## src/tmr_defs.svh

```systemverilog
// register offsets, field positions and constants for the dual pwm / capture timer
// assumes a 32-bit axi4-lite slave with word-aligned registers
`ifndef TMR_DEFS_SVH
`define TMR_DEFS_SVH

`define OFS_CTL0        4'h0
`define OFS_CTL1        4'h1
`define OFS_COUNT       4'h2
`define OFS_RELOAD      4'h3
`define OFS_PWMCAP      4'h4
`define OFS_DEADBAND    4'h5
`define OFS_STATUS      4'h6

// control zero fields
`define CTL0_EN_BIT     0
`define CTL0_POL_BIT    1
`define CTL0_MODE_LSB   2
`define CTL0_PRE_LSB    4
// control one fields
`define CTL1_MODEX_BIT  0
`define CTL1_ISRC_LSB   1
`define CTL1_CAUSE_BIT  3

`define CNT_RESTART     16'h0001
`define CNT_RESET       16'h0001
`define RELOAD_RESET    16'hFFFF
`define DB_MAX          8'h80
`define RESP_OKAY       2'h0
`define RESP_SLVERR     2'h2

`endif

```

## src/tmr_pkg.sv

```systemverilog
// types shared by the timer core and its deadband stage
package tmr_pkg;
  typedef enum logic [1:0] {
    mode_capture,
    mode_pwm_dual,
    mode_capture_restart,
    mode_idle
  } tmr_mode_t;

  // interrupt source select encodings
  typedef enum logic [1:0] {
    isrc_both,
    isrc_capture_only,
    isrc_reload_only,
    isrc_both_alt
  } isrc_t;
endpackage
```

## src/deadband_if.sv

```systemverilog
// carries the raw pwm level and the delayed pin pair between timer and deadband stage
`timescale 1ns/1ps
interface deadband_if;
  logic       raw_level;
  logic [7:0] delay_cycles;
  logic       active;
  logic       out_pin;
  logic       out_comp;
  modport core (output raw_level, output delay_cycles, output active,
                input out_pin, input out_comp);
  modport stage (input raw_level, input delay_cycles, input active,
                 output out_pin, output out_comp);
endinterface

```

## src/deadband_gen.sv

```systemverilog
// deadband insertion for a complementary pwm pair
// assumes raw_level is registered in the same clock domain
`timescale 1ns/1ps
`include "tmr_defs.svh"
module deadband_gen (
  // clock and reset
  input wire logic   mclk,
  input wire logic   reset,
  // link to timer core
  deadband_if.stage  db
);
  import tmr_pkg::*;

  logic [7:0] gap_ff;
  logic       prev_ff;
  logic       pin_ff;
  logic       comp_ff;

  // every rising edge after a level change waits out the gap; falling edges act at once so the
  // other pin can never rise while this one is still high
  always_ff @(posedge mclk) begin
    if (reset) begin
      prev_ff <= 1'b0;
      gap_ff  <= 8'h00;
      pin_ff  <= 1'b0;
      comp_ff <= 1'b0;
    end else if (!db.active) begin
      prev_ff <= db.raw_level;
      gap_ff  <= 8'h00;
      pin_ff  <= 1'b0;
      comp_ff <= 1'b0;
    end else begin
      prev_ff <= db.raw_level;
      if (db.raw_level != prev_ff) begin
        pin_ff  <= 1'b0;
        comp_ff <= 1'b0;
        gap_ff  <= db.delay_cycles;
      end else if (gap_ff != 8'h00) begin
        gap_ff <= gap_ff - 8'h01;
      end else begin
        pin_ff  <= db.raw_level;
        comp_ff <= ~db.raw_level;
      end
    end
  end

  assign db.out_pin  = pin_ff;
  assign db.out_comp = comp_ff;
endmodule

```

## src/tmr_dual_pwm_capture.sv

```systemverilog
// 16-bit timer: dual complementary pwm with deadband, capture, capture-restart
// assumes an axi4-lite master, synchronous timer input, one clock domain
//
// Functional notes
// - dual pwm drives output and complement
// - count to match, then toggle output
// - at reload: interrupt, count to 0001H
// - polarity one: high, low at match
// - polarity zero: low, high at match
// - second pin is inverse of primary
// - rising edges delayed by 1..129 cycles
// - dual pwm turns input pin into output
// - extension bit needed for two modes
// - written start count affects first pass
// - capture copies count on chosen edge
// - capture: interrupt, set cause, keep counting
// - capture reload: interrupt, clear cause, no reload
// - restart capture: store, interrupt, count to 0001H
// - restart reload: interrupt, reload, clear cause
// - interrupt source select limits event types
`timescale 1ns/1ps
`include "tmr_defs.svh"
module tmr_dual_pwm_capture #(
  parameter int CNT_W = 16,
  parameter int PRE_W = 3
) (
  // clock and reset
  input  wire logic        mclk,
  input  wire logic        reset,
  // axi4-lite write address
  input  wire logic [5:0]  s_axi_awaddr,
  input  wire logic        s_axi_awvalid,
  output logic             s_axi_awready,
  // axi4-lite write data
  input  wire logic [31:0] s_axi_wdata,
  input  wire logic [3:0]  s_axi_wstrb,
  input  wire logic        s_axi_wvalid,
  output logic             s_axi_wready,
  // axi4-lite write response
  output logic [1:0]       s_axi_bresp,
  output logic             s_axi_bvalid,
  input  wire logic        s_axi_bready,
  // axi4-lite read
  input  wire logic [5:0]  s_axi_araddr,
  input  wire logic        s_axi_arvalid,
  output logic             s_axi_arready,
  output logic [31:0]      s_axi_rdata,
  output logic [1:0]       s_axi_rresp,
  output logic             s_axi_rvalid,
  input  wire logic        s_axi_rready,
  // timer pins
  input  wire logic        timer_in,
  output logic             pwm_out,
  output logic             pwm_out_comp,
  output logic             comp_pin_is_output,
  output logic             timer_irq
);
  import tmr_pkg::*;

  // software-visible state, then internal pwm level, input edge, prescaler and interrupt flops
  logic             en_ff;
  logic             pol_ff;
  logic [1:0]       mode_ff;
  logic [PRE_W-1:0] pre_ff;
  logic             modex_ff;
  logic [1:0]       isrc_ff;
  logic             cause_ff;
  logic [CNT_W-1:0] count_ff;
  logic [CNT_W-1:0] reload_ff;
  logic [CNT_W-1:0] pwmcap_ff;
  logic [7:0]       deadband_ff;
  logic             level_ff;
  logic             in_prev_ff;
  logic [6:0]       pre_cnt_ff;
  logic             irq_ff;

  // bus handshake state
  logic             aw_got_ff;
  logic             w_got_ff;
  logic [5:0]       awaddr_ff;
  logic [31:0]      wdata_ff;
  logic [3:0]       wstrb_ff;
  logic             bvalid_ff;
  logic [1:0]       bresp_ff;
  logic             rvalid_ff;
  logic [31:0]      rdata_ff;
  logic [1:0]       rresp_ff;

  tmr_mode_t        mode;
  logic             tick;
  logic             cap_edge;
  logic             at_reload;
  logic             at_match;
  logic             wr_fire;
  logic [3:0]       wr_idx;
  logic [3:0]       rd_idx;
  logic [6:0]       pre_limit;
  logic             cap_evt;
  logic             rel_evt;

  deadband_if db ();

  // mode resolves from the two-bit field and the extension bit; the
  // extension bit is what separates dual pwm and restart from idle
  always_comb begin
    unique case ({modex_ff, mode_ff})
      3'b000:  mode = mode_capture;
      3'b101:  mode = mode_pwm_dual;
      3'b110:  mode = mode_capture_restart;
      default: mode = mode_idle;
    endcase
  end

  // prescaler divides by 2^pre; counter steps only on its tick
  assign pre_limit = 7'((1 << pre_ff) - 1);
  assign tick      = en_ff && (pre_cnt_ff == pre_limit);
  assign at_reload = tick && (count_ff == reload_ff);
  assign at_match  = tick && (count_ff == pwmcap_ff);
  // chosen input edge, ignored in dual pwm because the pin is an output then
  assign cap_edge  = en_ff && (mode != mode_pwm_dual) &&
                     (pol_ff ? (timer_in && !in_prev_ff)
                             : (!timer_in && in_prev_ff));
  assign cap_evt   = cap_edge && (mode == mode_capture || mode == mode_capture_restart);
  assign rel_evt   = at_reload && (mode != mode_idle);

  always_ff @(posedge mclk) begin
    if (reset) begin
      pre_cnt_ff <= 7'h00;
    end else if (!en_ff || tick) begin
      pre_cnt_ff <= 7'h00;
    end else begin
      pre_cnt_ff <= pre_cnt_ff + 7'h01;
    end
  end

  always_ff @(posedge mclk) begin
    if (reset) begin
      in_prev_ff <= 1'b0;
    end else begin
      in_prev_ff <= timer_in;
    end
  end

  // write decode shared by register processes
  assign wr_fire = aw_got_ff && w_got_ff && !bvalid_ff;
  assign wr_idx  = awaddr_ff[5:2];

  // counter: software write wins only while disabled; restart value after
  // each reload outside plain capture means a written start applies to the first pass only
  always_ff @(posedge mclk) begin
    if (reset) begin
      count_ff <= `CNT_RESET;
    end else if (wr_fire && wr_idx == `OFS_COUNT && !en_ff) begin
      count_ff <= wdata_ff[CNT_W-1:0];
    end else if (cap_evt && mode == mode_capture_restart) begin
      count_ff <= `CNT_RESTART;
    end else if (rel_evt && mode != mode_capture) begin
      count_ff <= `CNT_RESTART;
    end else if (tick) begin
      count_ff <= count_ff + 16'h0001;
    end
  end

  // capture value register doubles as pwm match
  always_ff @(posedge mclk) begin
    if (reset) begin
      pwmcap_ff <= 16'h0000;
    end else if (cap_evt) begin
      pwmcap_ff <= count_ff;
    end else if (wr_fire && wr_idx == `OFS_PWMCAP) begin
      pwmcap_ff <= wdata_ff[CNT_W-1:0];
    end
  end

  // cause flag: capture sets, reload clears outside dual pwm; a capture in the reload
  // cycle wins so the capture is not lost
  always_ff @(posedge mclk) begin
    if (reset) begin
      cause_ff <= 1'b0;
    end else if (cap_evt) begin
      cause_ff <= 1'b1;
    end else if (rel_evt && mode != mode_pwm_dual) begin
      cause_ff <= 1'b0;
    end
  end

  // one-cycle interrupt pulse, filtered by source select in capture modes
  always_ff @(posedge mclk) begin
    if (reset) begin
      irq_ff <= 1'b0;
    end else if (mode == mode_pwm_dual) begin
      irq_ff <= rel_evt;
    end else begin
      irq_ff <= (cap_evt && isrc_ff != isrc_reload_only) ||
                (rel_evt && isrc_ff != isrc_capture_only);
    end
  end

  // primary pwm level: idle level while disabled, flips at match, back at reload
  always_ff @(posedge mclk) begin
    if (reset) begin
      level_ff <= 1'b0;
    end else if (!en_ff || mode != mode_pwm_dual) begin
      level_ff <= pol_ff;
    end else if (at_reload) begin
      level_ff <= pol_ff;
    end else if (at_match) begin
      level_ff <= ~pol_ff;
    end
  end

  assign db.raw_level    = level_ff;
  assign db.delay_cycles = deadband_ff;
  assign db.active       = en_ff && (mode == mode_pwm_dual);

  deadband_gen u_deadband (
    .mclk  (mclk),
    .reset (reset),
    .db    (db)
  );

  assign pwm_out            = db.out_pin;
  assign pwm_out_comp       = db.out_comp;
  assign comp_pin_is_output = (mode == mode_pwm_dual);
  assign timer_irq          = irq_ff;

  // control and period registers; deadband saturates at its maximum
  always_ff @(posedge mclk) begin
    if (reset) begin
      en_ff       <= 1'b0;
      pol_ff      <= 1'b0;
      mode_ff     <= 2'h0;
      pre_ff      <= '0;
      modex_ff    <= 1'b0;
      isrc_ff     <= 2'h0;
      reload_ff   <= `RELOAD_RESET;
      deadband_ff <= 8'h00;
    end else if (wr_fire) begin
      unique case (wr_idx)
        `OFS_CTL0: begin
          en_ff   <= wdata_ff[`CTL0_EN_BIT];
          pol_ff  <= wdata_ff[`CTL0_POL_BIT];
          mode_ff <= wdata_ff[`CTL0_MODE_LSB +: 2];
          pre_ff  <= wdata_ff[`CTL0_PRE_LSB +: PRE_W];
        end
        `OFS_CTL1: begin
          modex_ff <= wdata_ff[`CTL1_MODEX_BIT];
          isrc_ff  <= wdata_ff[`CTL1_ISRC_LSB +: 2];
        end
        `OFS_RELOAD: begin
          reload_ff <= wdata_ff[CNT_W-1:0];
        end
        `OFS_DEADBAND: begin
          deadband_ff <= (wdata_ff[7:0] > `DB_MAX) ? `DB_MAX : wdata_ff[7:0];
        end
        default: begin
        end
      endcase
    end
  end

  // write channel: address and data taken independently, response after both
  always_ff @(posedge mclk) begin
    if (reset) begin
      aw_got_ff <= 1'b0;
      w_got_ff  <= 1'b0;
      awaddr_ff <= 6'h00;
      wdata_ff  <= 32'h0000_0000;
      wstrb_ff  <= 4'h0;
      bvalid_ff <= 1'b0;
      bresp_ff  <= `RESP_OKAY;
    end else begin
      if (s_axi_awvalid && s_axi_awready) begin
        aw_got_ff <= 1'b1;
        awaddr_ff <= s_axi_awaddr;
      end
      if (s_axi_wvalid && s_axi_wready) begin
        w_got_ff <= 1'b1;
        wdata_ff <= s_axi_wdata;
        wstrb_ff <= s_axi_wstrb;
      end
      if (wr_fire) begin
        aw_got_ff <= 1'b0;
        w_got_ff  <= 1'b0;
        bvalid_ff <= 1'b1;
        bresp_ff  <= (wr_idx > `OFS_DEADBAND) ? `RESP_SLVERR : `RESP_OKAY;
      end else if (bvalid_ff && s_axi_bready) begin
        bvalid_ff <= 1'b0;
      end
    end
  end

  assign s_axi_awready = !aw_got_ff && !bvalid_ff;
  assign s_axi_wready  = !w_got_ff && !bvalid_ff;
  assign s_axi_bvalid  = bvalid_ff;
  assign s_axi_bresp   = bresp_ff;

  // read channel: data registered one cycle after address accepted
  assign rd_idx = s_axi_araddr[5:2];

  always_ff @(posedge mclk) begin
    if (reset) begin
      rvalid_ff <= 1'b0;
      rdata_ff  <= 32'h0000_0000;
      rresp_ff  <= `RESP_OKAY;
    end else if (s_axi_arvalid && s_axi_arready) begin
      rvalid_ff <= 1'b1;
      rresp_ff  <= `RESP_OKAY;
      rdata_ff  <= 32'h0000_0000;
      unique case (rd_idx)
        `OFS_CTL0: begin
          rdata_ff[`CTL0_EN_BIT]              <= en_ff;
          rdata_ff[`CTL0_POL_BIT]             <= pol_ff;
          rdata_ff[`CTL0_MODE_LSB +: 2]       <= mode_ff;
          rdata_ff[`CTL0_PRE_LSB +: PRE_W]    <= pre_ff;
        end
        `OFS_CTL1: begin
          rdata_ff[`CTL1_MODEX_BIT]           <= modex_ff;
          rdata_ff[`CTL1_ISRC_LSB +: 2]       <= isrc_ff;
          rdata_ff[`CTL1_CAUSE_BIT]           <= cause_ff;
        end
        `OFS_COUNT:    rdata_ff[CNT_W-1:0] <= count_ff;
        `OFS_RELOAD:   rdata_ff[CNT_W-1:0] <= reload_ff;
        `OFS_PWMCAP:   rdata_ff[CNT_W-1:0] <= pwmcap_ff;
        `OFS_DEADBAND: rdata_ff[7:0]       <= deadband_ff;
        `OFS_STATUS:   rdata_ff[2:0]       <= {cause_ff, pwm_out_comp, pwm_out};
        default:       rresp_ff <= `RESP_SLVERR;
      endcase
    end else if (rvalid_ff && s_axi_rready) begin
      rvalid_ff <= 1'b0;
    end
  end

  assign s_axi_arready = !rvalid_ff;
  assign s_axi_rvalid  = rvalid_ff;
  assign s_axi_rdata   = rdata_ff;
  assign s_axi_rresp   = rresp_ff;
endmodule

```

## config.mk

```make
export PLATFORM = sky130hd
export DESIGN_NAME = tmr_dual_pwm_capture
export DESIGN_NICKNAME = d
export VERILOG_FILES = /design/src/tmr_pkg.sv /design/src/deadband_if.sv /design/src/deadband_gen.sv /design/src/tmr_dual_pwm_capture.sv
export VERILOG_INCLUDE_DIRS = /design/src
export SDC_FILE = /design/constraint.sdc
export NUM_CORES = 1
export LEC_CHECK = 0
export ABC_AREA = 0
export ABC_CLOCK_PERIOD_IN_PS = 5700
export BUFFER_PORTS_ARGS = -buffer_cell sky130_fd_sc_hd__buf_2
export CORE_UTILIZATION = 45
export DETAILED_ROUTE_END_ITERATION = 8
export GPL_TIMING_DRIVEN = 0
export PLACE_DENSITY = 0.65
export SYNTH_ARGS = -nofsm -noshare
export SYNTH_HDL_FRONTEND = slang
export SYNTH_SLANG_ARGS = --single-unit
```

## constraint.sdc

```tcl
create_clock -name mclk -period 5.7 [get_ports mclk]
set_input_delay 1.14 -clock mclk [delete_from_list [all_inputs] [get_ports mclk]]
set_output_delay 1.14 -clock mclk [all_outputs]
set_load 0.005 [all_outputs]
```

==> impl_metrics.json, run 1 <==
{
  "fin_skew_ns": 0.00850,
  "cts_root_buf": "clkbuf_16",
  "drt_first_pass_iters": 5,
  "wl_per_cell_um": 17.2,
  "ir_drop_uv": 214,
  "swShare": 0.235,
  "synth.top_cell.area_share": 0.384,
  "p_total_mw": 2.25,
  "hpwl_um": 13900,
  "pwr-share-clk": 0.506,
  "drv_cap": 0,
  "initial_utilization": 0.464,
  "multi_input_area_mm2": 0.00377,
  "synth_flop_cell": "dfxtp_1",
  "reg2regPathDepth": 11,
  "tns_ns": 0,
  "layout_common_cells": "dfxtp_1, nor2_1, nand2_1, buf_2, a21oi_1",
  "dieArea_mm2": 0.0155,
  "postSynthCellCount": 826,
  "die_h_um": 125,
  "critPathCaptureType": "flip-flop",
  "power.density_mw_per_mm2": 283,
  "cts_made_buffers": 17,
  "ioPinCount": 101,
  "netlist_area_mm2": 0.00677,
  "grt_pass1_vias": 5603,
  "critPathRequiredTime_ns": 5.97,
  "setup_violations": 0,
  "post_cts_resized": 0,
  "post-cts-setup-buffers": 0,
  "fp.coreArea_mm2": 0.0146,
  "crit_type": "flip-flop to flip-flop",
  "finish.net_count": 979,
  "comb_power_share": 0.069,
  "period_minus_slack_ns": 3.09,
  "grt_usage": 0.254,
  "h-tree-depth": 4,
  "rsz0062_at_grt": "false",
  "status": "completed",
  "clock_latency_ns": 0.43,
  "postSynth.asyncResetShare": 0,
  "io_buffers": 57,
  "cp_max_fo": 10,
  "ctsHoldBuffers": 0,
  "fillerInstances": 1409,
  "drt-total-wl_um": 19200,
  "vias": 6217,
  "yosysTopAreaCell": "dfxtp_1",
  "synthDistinctLibCells": 63,
  "final_common_cell": "dfxtp_1",
  "period_share": 0.542,
  "final_util": 0.546,
  "dr.first_iter.drc_count": 667,
  "core.rowCount": 44,
  "hold_viol_final": 0,
  "cp.arrival_ns": 3.36,
  "grt.overflow.total": 0,
  "ys_seq_area_frac": 0.384,
  "diodes": 0,
  "hold_depth": 2,
  "worstMarginPinSlew_ns": 1.08,
  "place.gp.congestion": 0.904,
  "fmaxAchievable_mhz": 324,
  "tritoncts": "built",
  "area_delta_synth_final_pct": 17.6,
  "synth_warnings": 0,
  "p_seq_frac": 0.425,
  "maxSlewViolCount": 0,
  "maxSlewHeadroom": 0.275,
  "ys_ff_latch": 130,
  "antenna_left": 0,
  "hp-class": "flip-flop to flip-flop",
  "clkTransAtPathRegs_ns": 0.06,
  "die_x_um": 125,
  "grt_max_degree": 17,
  "p_int_mw": 1.72,
  "cts_buffer_depth": 2,
  "grt_pass1_wl_um": 30400,
  "clock_sinks": 130,
  "drc": 0,
  "synth-edff-count": 0,
  "startpoint_type": "flip-flop",
  "seqCellArea_mm2": 0.00260,
  "synth_area_per_cell_um2": 8.20,
  "p_switching_mw": 0.530,
  "p_leak_nw": 3.29,
  "grt_antenna_before_repair": 0,
  "drive_above_1_share": 0.148,
  "viasPerCell": 5.57,
  "netlist_top_cells_area": "dfxtp_1, mux2i_1, nor2_1"
}
cells by family (layout without fill, tap and decap cells):
logic type                 after synthesis  after routing  synth area share
adders and majority gates                4              4           0.00739
AOI/OAI and AO/OA                      176            176             0.167
xor gates and xnor gates                51             51            0.0660
other                                    1             18          0.000554
and+or+nand+nor                        308            308             0.218
buffers and inverters                   97            186            0.0682
muxes                                   59             59            0.0889
DFF                                    130            130             0.384
cells in the mapped netlist (all sizes together) (3+ instances only):
master / count
dfxtp: 130
nor2: 101
nand2: 99
a21oi: 62
mux2i: 50
clkbuf: 47
xor2: 41
o21ai: 36
buf: 30
inv: 20
nor3: 18
a221oi: 16
a211oi: 14
nand3: 14
nor3b: 13
nor4: 12
a22oi: 11
xnor2: 10
mux2: 9
nand2b: 9
a31oi: 8
o211ai: 7
nand3b: 6
nand4: 6
nor2b: 6
and3b: 5
a222oi: 4
ha: 4
o31ai: 4
or3: 4
nor4b: 3
o311ai: 3
sequential cells by signal (all words and copies together), names as in the netlist, 2 cells and up:
register / flops
u_deadband.gap_ff: 8
pwmcap_ff: 16
awaddr_ff: 4
count_ff: 16
pre_cnt_ff: 7
s_axi_rdata: 16
isrc_ff: 2
reload_ff: 16
mode_ff: 2
wdata_ff: 16
db.delay_cycles: 8
pre_ff: 3
final timing paths:
| path | slack (ns) | startpoint | to |
|---|---|---|---|
| max reg2reg | 2.61 | pre_ff[2] | count_ff[7] |
| min reg2reg | 0.48 | db.delay_cycles[0] | u_deadband.gap_ff[0] |
| min | 0.48 | db.delay_cycles[0] | u_deadband.gap_ff[0] |
| max | 2.61 | pre_ff[2] | count_ff[7] |
power groups by stage:
stage	clock network [mW]	registers, mW	logic (mW)
2_1_floorplan	0	0.966	0.100
3_3_place_gp	0	0.976	0.152
3_5_place_dp	0	0.977	0.152
4_1_cts	1.15	0.957	0.153
5_1_grt	1.20	0.960	0.171
6_report	1.14	0.958	0.154
layer usage:
layer | track usage | vias to the layer above | wire length [um] | part of all wire
li1 | - | 3054 | - | -
met4 | 0.0914 | 0 | 348 | 0.018
met1 | 0.365 | 2871 | 9180 | 0.48
met2 | 0.370 | 265 | 8180 | 0.43
met5 | 0 | - | 0 | 0
met3 | 0.0554 | 27 | 1460 | 0.076
area by class of cell:
class | instances | area share
multi-input cells | 616 | 0.473
flip-flops and latches | 130 | 0.327
well taps | 184 | 0.0289
clock buffers | 22 | 0.0608
repair buffers | 57 | 0.0358
clock inverters | 10 | 0.0163
inverters | 20 | 0.00943
plain buffers | 77 | 0.0485
metrics by stage:
step                cells  hold slack, ns  setup slack [ns]  area (um2)
floorplan             843           0.442              3.07        6840
global placement     1084           0.475              2.43        7350
detailed placement   1084           0.483              2.47        7350
CTS                  1116           0.492              2.64        7970
global route         1116           0.514              2.40        7970
finish               1116           0.484              2.61        7970
worst max-delay path, cell delays in order, from the launching register on:
cell,delay (ns)
dfxtp_1,0.39
buf_2,0.30
nor2_1,0.09
nand2_1,0.08
ha_1,0.13
buf_4,0.17
and3b_1,0.19
o2111ai_1,0.21
o21ai_2,0.11
or2_2,0.35
a31oi_1,0.70
a221oi_1,0.22
Note: power is estimated with default switching activity, not from simulation.
==> inputs of run 2 (changes only) <==
--- a/config.mk
+++ b/config.mk
@@ -7,12 +7,12 @@
 export NUM_CORES = 1
 export LEC_CHECK = 0
 export ABC_AREA = 0
-export ABC_CLOCK_PERIOD_IN_PS = 5700
+export ABC_CLOCK_PERIOD_IN_PS = 2600
 export BUFFER_PORTS_ARGS = -buffer_cell sky130_fd_sc_hd__buf_2
 export CORE_UTILIZATION = 45
 export DETAILED_ROUTE_END_ITERATION = 8
 export GPL_TIMING_DRIVEN = 0
-export PLACE_DENSITY = 0.65
+export PLACE_DENSITY = 0.68
 export SYNTH_ARGS = -nofsm -noshare
 export SYNTH_HDL_FRONTEND = slang
 export SYNTH_SLANG_ARGS = --single-unit
==> constraint.sdc (replaced) <==
create_clock -name mclk -period 2.6 [get_ports mclk]
set_input_delay 0.52 -clock mclk [delete_from_list [all_inputs] [get_ports mclk]]
set_output_delay 0.52 -clock mclk [all_outputs]
set_load 0.005 [all_outputs]
==> impl_metrics.json, run 2 (same netlist as run 1, synthesis figures left out) <==
{
  "violations": "negative setup slack",
  "critPathRequiredTime_ns": 2.95,
  "cp.arrival_ns": 2.95,
  "drt_first_pass_iters": 6,
  "dr.first_iter.drc_count": 559,
  "io_buffers": 57,
  "period_share": 1.00,
  "tritoncts": "built",
  "h-tree-depth": 4,
  "die_x_um": 125,
  "maxSlewViolCount": 0,
  "crit_path_frequent_cell": "or3_1",
  "fin_skew_ns": 0.00768,
  "ctsHoldBuffers": 0,
  "fp.coreArea_mm2": 0.0146,
  "clock_latency_ns": 0.43,
  "drc": 0,
  "hp-class": "input pin to flip-flop",
  "grt_max_degree": 17,
  "fmaxAchievable_mhz": 383,
  "viasPerCell": 5.62,
  "hold_viol_final": 0,
  "setup_ws_ns": -0.00769,
  "cts_buffer_depth": 2,
  "drt-total-wl_um": 19600,
  "place.gp.congestion": 0.886,
  "setup_violations": 1,
  "core.rowCount": 44,
  "wl_per_cell_um": 17.4,
  "initial_utilization": 0.464,
  "clock_sinks": 130,
  "final_common_cell": "dfxtp_1",
  "status": "finished, violations left",
  "vias": 6347,
  "rsz0062_at_grt": "true",
  "antenna_left": 0,
  "grt_pass1_wl_um": 31000,
  "dieArea_mm2": 0.0155,
  "clkTransAtPathRegs_ns": 0.06,
  "maxSlewHeadroom": 0.298,
  "crit_type": "flip-flop to flip-flop",
  "layout_common_cells": "dfxtp_1, nor2_1, nand2_1, buf_2, a21oi_1",
  "drv_cap": 0,
  "area_delta_synth_final_pct": 21.3,
  "preCtsSetupSlack_ns": -0.402,
  "p_leak_nw": 3.38,
  "cts_made_buffers": 17,
  "diodes": 0,
  "hpwl_um": 14000,
  "cp_max_fo": 4,
  "startpoint_type": "flip-flop",
  "ir_drop_uv": 443,
  "critPathCaptureType": "flip-flop",
  "finish.net_count": 992,
  "grt.overflow.total": 0,
  "crit_chain": "buf_8 -> nor2_4 -> nand2_2 -> ha_4 -> xor2_2 -> o221ai_2 -> a31oi_2 -> nand4_4 -> buf_6 -> or3_1 -> or3_1 -> a31oi_1",
  "drive_above_1_share": 0.183,
  "grt_usage": 0.256,
  "tns_ns": -0.00769,
  "power.density_mw_per_mm2": 572,
  "ioPinCount": 101,
  "period_minus_slack_ns": 2.61,
  "slowest_delay_ns": 0.36,
  "grt_antenna_before_repair": 0,
  "worstMarginPinSlew_ns": 1.04,
  "r2r_slack_ns": -0.008,
  "cts_root_buf": "clkbuf_16",
  "cp_slowest_cell": "dfxtp_4",
  "die_h_um": 125,
  "grt_pass1_vias": 5845
}
==> run 2: changes by cell type in the layout (fill, tap and decap cells not counted), sizes merged <==
cell / change
buf: +13
bufinv: -2
clkinvlp: +2
==> run 2: layer usage <==
| layer | up-vias | global-route usage | part of all wire | wire length (um) |
|---|---|---|---|---|
| li1 | 3092 | - | - | - |
| met1 | 2933 | 0.357 | 0.46 | 9130 |
| met2 | 282 | 0.369 | 0.43 | 8430 |
| met5 | - | 0 | 0 | 0 |
| met4 | 0 | 0.123 | 0.027 | 522 |
| met3 | 40 | 0.0593 | 0.080 | 1560 |
==> run 2: worst max-delay path, delay by kind of cell, from the launching register on <==
family          cells  cell delay, ns
compound gates      3            0.48
xor+xnor            1            0.13
fa+ha+maj           1            0.28
buf+inv             2            0.28
flops               1            0.36
simple gates        5            0.98
==> run 2: layout make-up <==
| cell class | count | area, um2 |
|---|---|---|
| Fill cell | 1343 | 6370 |
| Multi-Input combinational cell | 616 | 3940 |
| Sequential cell | 130 | 2610 |
| Clock buffer | 22 | 464 |
| Timing Repair Buffer | 72 | 417 |
| Buffer | 75 | 392 |
| Tap cell | 184 | 230 |
| Clock inverter | 10 | 85.1 |
| Inverter | 20 | 75.1 |
==> run 2: path summary, 6_finish.rpt <==
kind                      startpoint                    to  cells after the start
setup reg to reg           pre_ff[2]          db.raw_level                     12
hold reg to reg   db.delay_cycles[1]  u_deadband.gap_ff[1]                      2
hold / removal          s_axi_rready          s_axi_rvalid                      2
setup / recovery           pre_ff[2]          db.raw_level                     12
==> run 2: where the power goes <==
group | switching (mW) | internal (mW)
sequential | 0.0612 | 2.04
clock | 0.887 | 1.35
combinational | 0.209 | 0.150
total | 1.16 | 3.54
==> run 2: stage by stage <==
| step | hold slack [ns] | cell area [um2] | utilization | power, mW | instances |
|---|---|---|---|---|---|
| after floorplan | 0.442 | 6840 | - | 2.34 | 843 |
| after global placement | 0.472 | 7350 | 0.504 | 2.47 | 1084 |
| after detailed placement | 0.475 | 7350 | 0.504 | 2.47 | 1084 |
| after CTS | 0.261 | 8100 | 0.555 | 4.71 | 1127 |
| after global routing | 0.263 | 8220 | 0.563 | 4.87 | 1129 |
| final | 0.273 | 8220 | 0.563 | 4.70 | 1129 |
==> run 2: repair_timing <==
item                       in CTS  in global routing
resized for setup              31                 22
pin swaps                      17                 11
gates cloned                    1                  0
setup endpoints to repair      18                 25
buffers inserted               10                  4
==> inputs of run 3 (changes only) <==
--- a/config.mk
+++ b/config.mk
@@ -7,12 +7,12 @@
 export NUM_CORES = 1
 export LEC_CHECK = 0
 export ABC_AREA = 0
-export ABC_CLOCK_PERIOD_IN_PS = 2600
+export ABC_CLOCK_PERIOD_IN_PS = 2500
 export BUFFER_PORTS_ARGS = -buffer_cell sky130_fd_sc_hd__buf_2
 export CORE_UTILIZATION = 45
 export DETAILED_ROUTE_END_ITERATION = 8
 export GPL_TIMING_DRIVEN = 0
-export PLACE_DENSITY = 0.68
+export PLACE_DENSITY = 0.65
 export SYNTH_ARGS = -nofsm -noshare
 export SYNTH_HDL_FRONTEND = slang
 export SYNTH_SLANG_ARGS = --single-unit
==> constraint.sdc (replaced) <==
create_clock -name mclk -period 2.5 [get_ports mclk]
set_input_delay 0.5 -clock mclk [delete_from_list [all_inputs] [get_ports mclk]]
set_output_delay 0.5 -clock mclk [all_outputs]
set_load 0.005 [all_outputs]
==> impl_metrics.json, run 3 (same netlist as run 1, synthesis figures left out) <==
{
  "swShare": 0.219,
  "startpoint": "pre_ff[1]",
  "p_switching_mw": 1.24,
  "fin_cells": 1128,
  "fp.coreArea_mm2": 0.0146,
  "vias": 6294,
  "fin_skew_ns": 0.00753,
  "diodes": 0,
  "r2r-start": "pre_ff[1]",
  "startpoint_type": "flip-flop",
  "clock_latency_ns": 0.43,
  "drc": 0,
  "area_delta_synth_final_pct": 25.4,
  "critPathCaptureType": "flip-flop",
  "viasPerCell": 5.58,
  "final_util": 0.582,
  "drt_first_pass_iters": 8,
  "hpwl_um": 14100,
  "period_minus_slack_ns": 2.58,
  "clock_sinks": 130,
  "grt_antenna_before_repair": 0,
  "p_seq_frac": 0.383,
  "critPathRequiredTime_ns": 2.78,
  "initial_utilization": 0.464,
  "cp.arrival_ns": 2.86,
  "grt.overflow.total": 0,
  "ir_drop_uv": 462,
  "die_h_um": 125,
  "layout_common_cells": "dfxtp_1, nor2_1, nand2_1, buf_2, a21oi_1",
  "cp_max_fo": 8,
  "pwr-share-clk": 0.550,
  "fmaxAchievable_mhz": 387,
  "p_int_mw": 4.45,
  "grt_pass1_vias": 5962,
  "maxSlewViolCount": 0,
  "p_leak_nw": 3.49,
  "grt_max_degree": 17,
  "p_total_mw": 5.69,
  "clkTransAtPathRegs_ns": 0.06,
  "drt-total-wl_um": 19800,
  "finish.net_count": 991,
  "final_common_cell": "dfxtp_1",
  "place.gp.congestion": 0.882,
  "drv_cap": 0,
  "grt_usage": 0.260,
  "hp-class": "input pin to flip-flop",
  "rsz0062_at_grt": "true",
  "crit_end": "count_ff[6]",
  "ctsHoldBuffers": 0,
  "core.rowCount": 44,
  "setup_violations": 16,
  "grt_pass1_wl_um": 31800,
  "maxSlewHeadroom": 0.330,
  "cts_made_buffers": 17,
  "comb_power_share": 0.066,
  "preCtsSetupSlack_ns": -0.483,
  "h-tree-depth": 4,
  "reg2regPathDepth": 13,
  "violations": "negative setup slack",
  "drive_above_1_share": 0.202,
  "power.density_mw_per_mm2": 670,
  "tns_ns": -0.803,
  "r2r_slack_ns": -0.08,
  "cts_buffer_depth": 2,
  "tritoncts": "built",
  "worstMarginPinSlew_ns": 0.996,
  "worstReg2RegEnd": "count_ff[6]",
  "hold_viol_final": 0,
  "placed_area_mm2": 0.00738,
  "period_share": 1.03,
  "placed_cells": 1084,
  "io_buffers": 57,
  "status": "finished, violations left",
  "crit_type": "flip-flop to flip-flop",
  "setup_ws_ns": -0.0813,
  "dr.first_iter.drc_count": 736,
  "hold_ws_ns": 0.254,
  "wl_per_cell_um": 17.6,
  "antenna_left": 0,
  "dieArea_mm2": 0.0155,
  "cts_root_buf": "clkbuf_16",
  "ioPinCount": 101,
  "final_area_mm2": 0.00849,
  "die_x_um": 125
}
## run 3: final cells by class
cell class                      count  area (um2)
Buffer                             72         383
Sequential cell                   130        2610
Timing Repair Buffer               74         424
Multi-Input combinational cell    616        4030
Inverter                           20        75.1
Fill cell                        1321        6100
Clock buffer                       18         429
Clock inverter                     14         308
Tap cell                          184         230
## run 3: per-layer routing
metal  track usage  wire, um  part of all wire  up-vias
li1              -         -                 -     3085
met1         0.369      9300              0.47     2910
met2         0.394      8570              0.43      256
met3        0.0430      1450             0.073       43
met4        0.0957       497             0.025        0
met5             0         0                 0        -
## run 3: worst min-delay path by stage
stage                                   from                    to  cells past startpoint
final                           s_axi_rready          s_axi_rvalid                      2
after global routing            s_axi_rready          s_axi_rvalid                      2
after CTS                       s_axi_rready          s_axi_rvalid                      2
after detailed placement  db.delay_cycles[1]  u_deadband.gap_ff[1]                      2
after global placement    db.delay_cycles[1]  u_deadband.gap_ff[1]                      2
after floorplan           db.delay_cycles[0]  u_deadband.gap_ff[0]                      2
## run 3: power by group through the flow
| stage | sequential [mW] | combinational (mW) | clock, mW |
|---|---|---|---|
| detailed placement | 2.23 | 0.351 | 0 |
| global placement | 2.22 | 0.348 | 0 |
| floorplan | 2.20 | 0.230 | 0 |
| global route | 2.19 | 0.415 | 3.26 |
| CTS | 2.18 | 0.367 | 3.14 |
| finish | 2.18 | 0.378 | 3.13 |
## run 3: worst max-delay path: stages, from the launching register on
cell	delay, ns
dfxtp_4	0.34
buf_8	0.12
nor2_4	0.09
nand2_2	0.07
ha_4	0.21
buf_6	0.13
nand2b_4	0.13
a21oi_2	0.12
o21a_2	0.19
o21ai_4	0.07
o41a_1	0.56
buf_4	0.21
o211ai_1	0.08
a221oi_1	0.11
## run 3: what timing repair did
action	in CTS	in global routing
setup endpoints to repair	18	35
gates resized for setup	38	26
pin swaps	16	22
buffers inserted	10	6
gates cloned	1	0
endpoints found under the hold margin	0	0
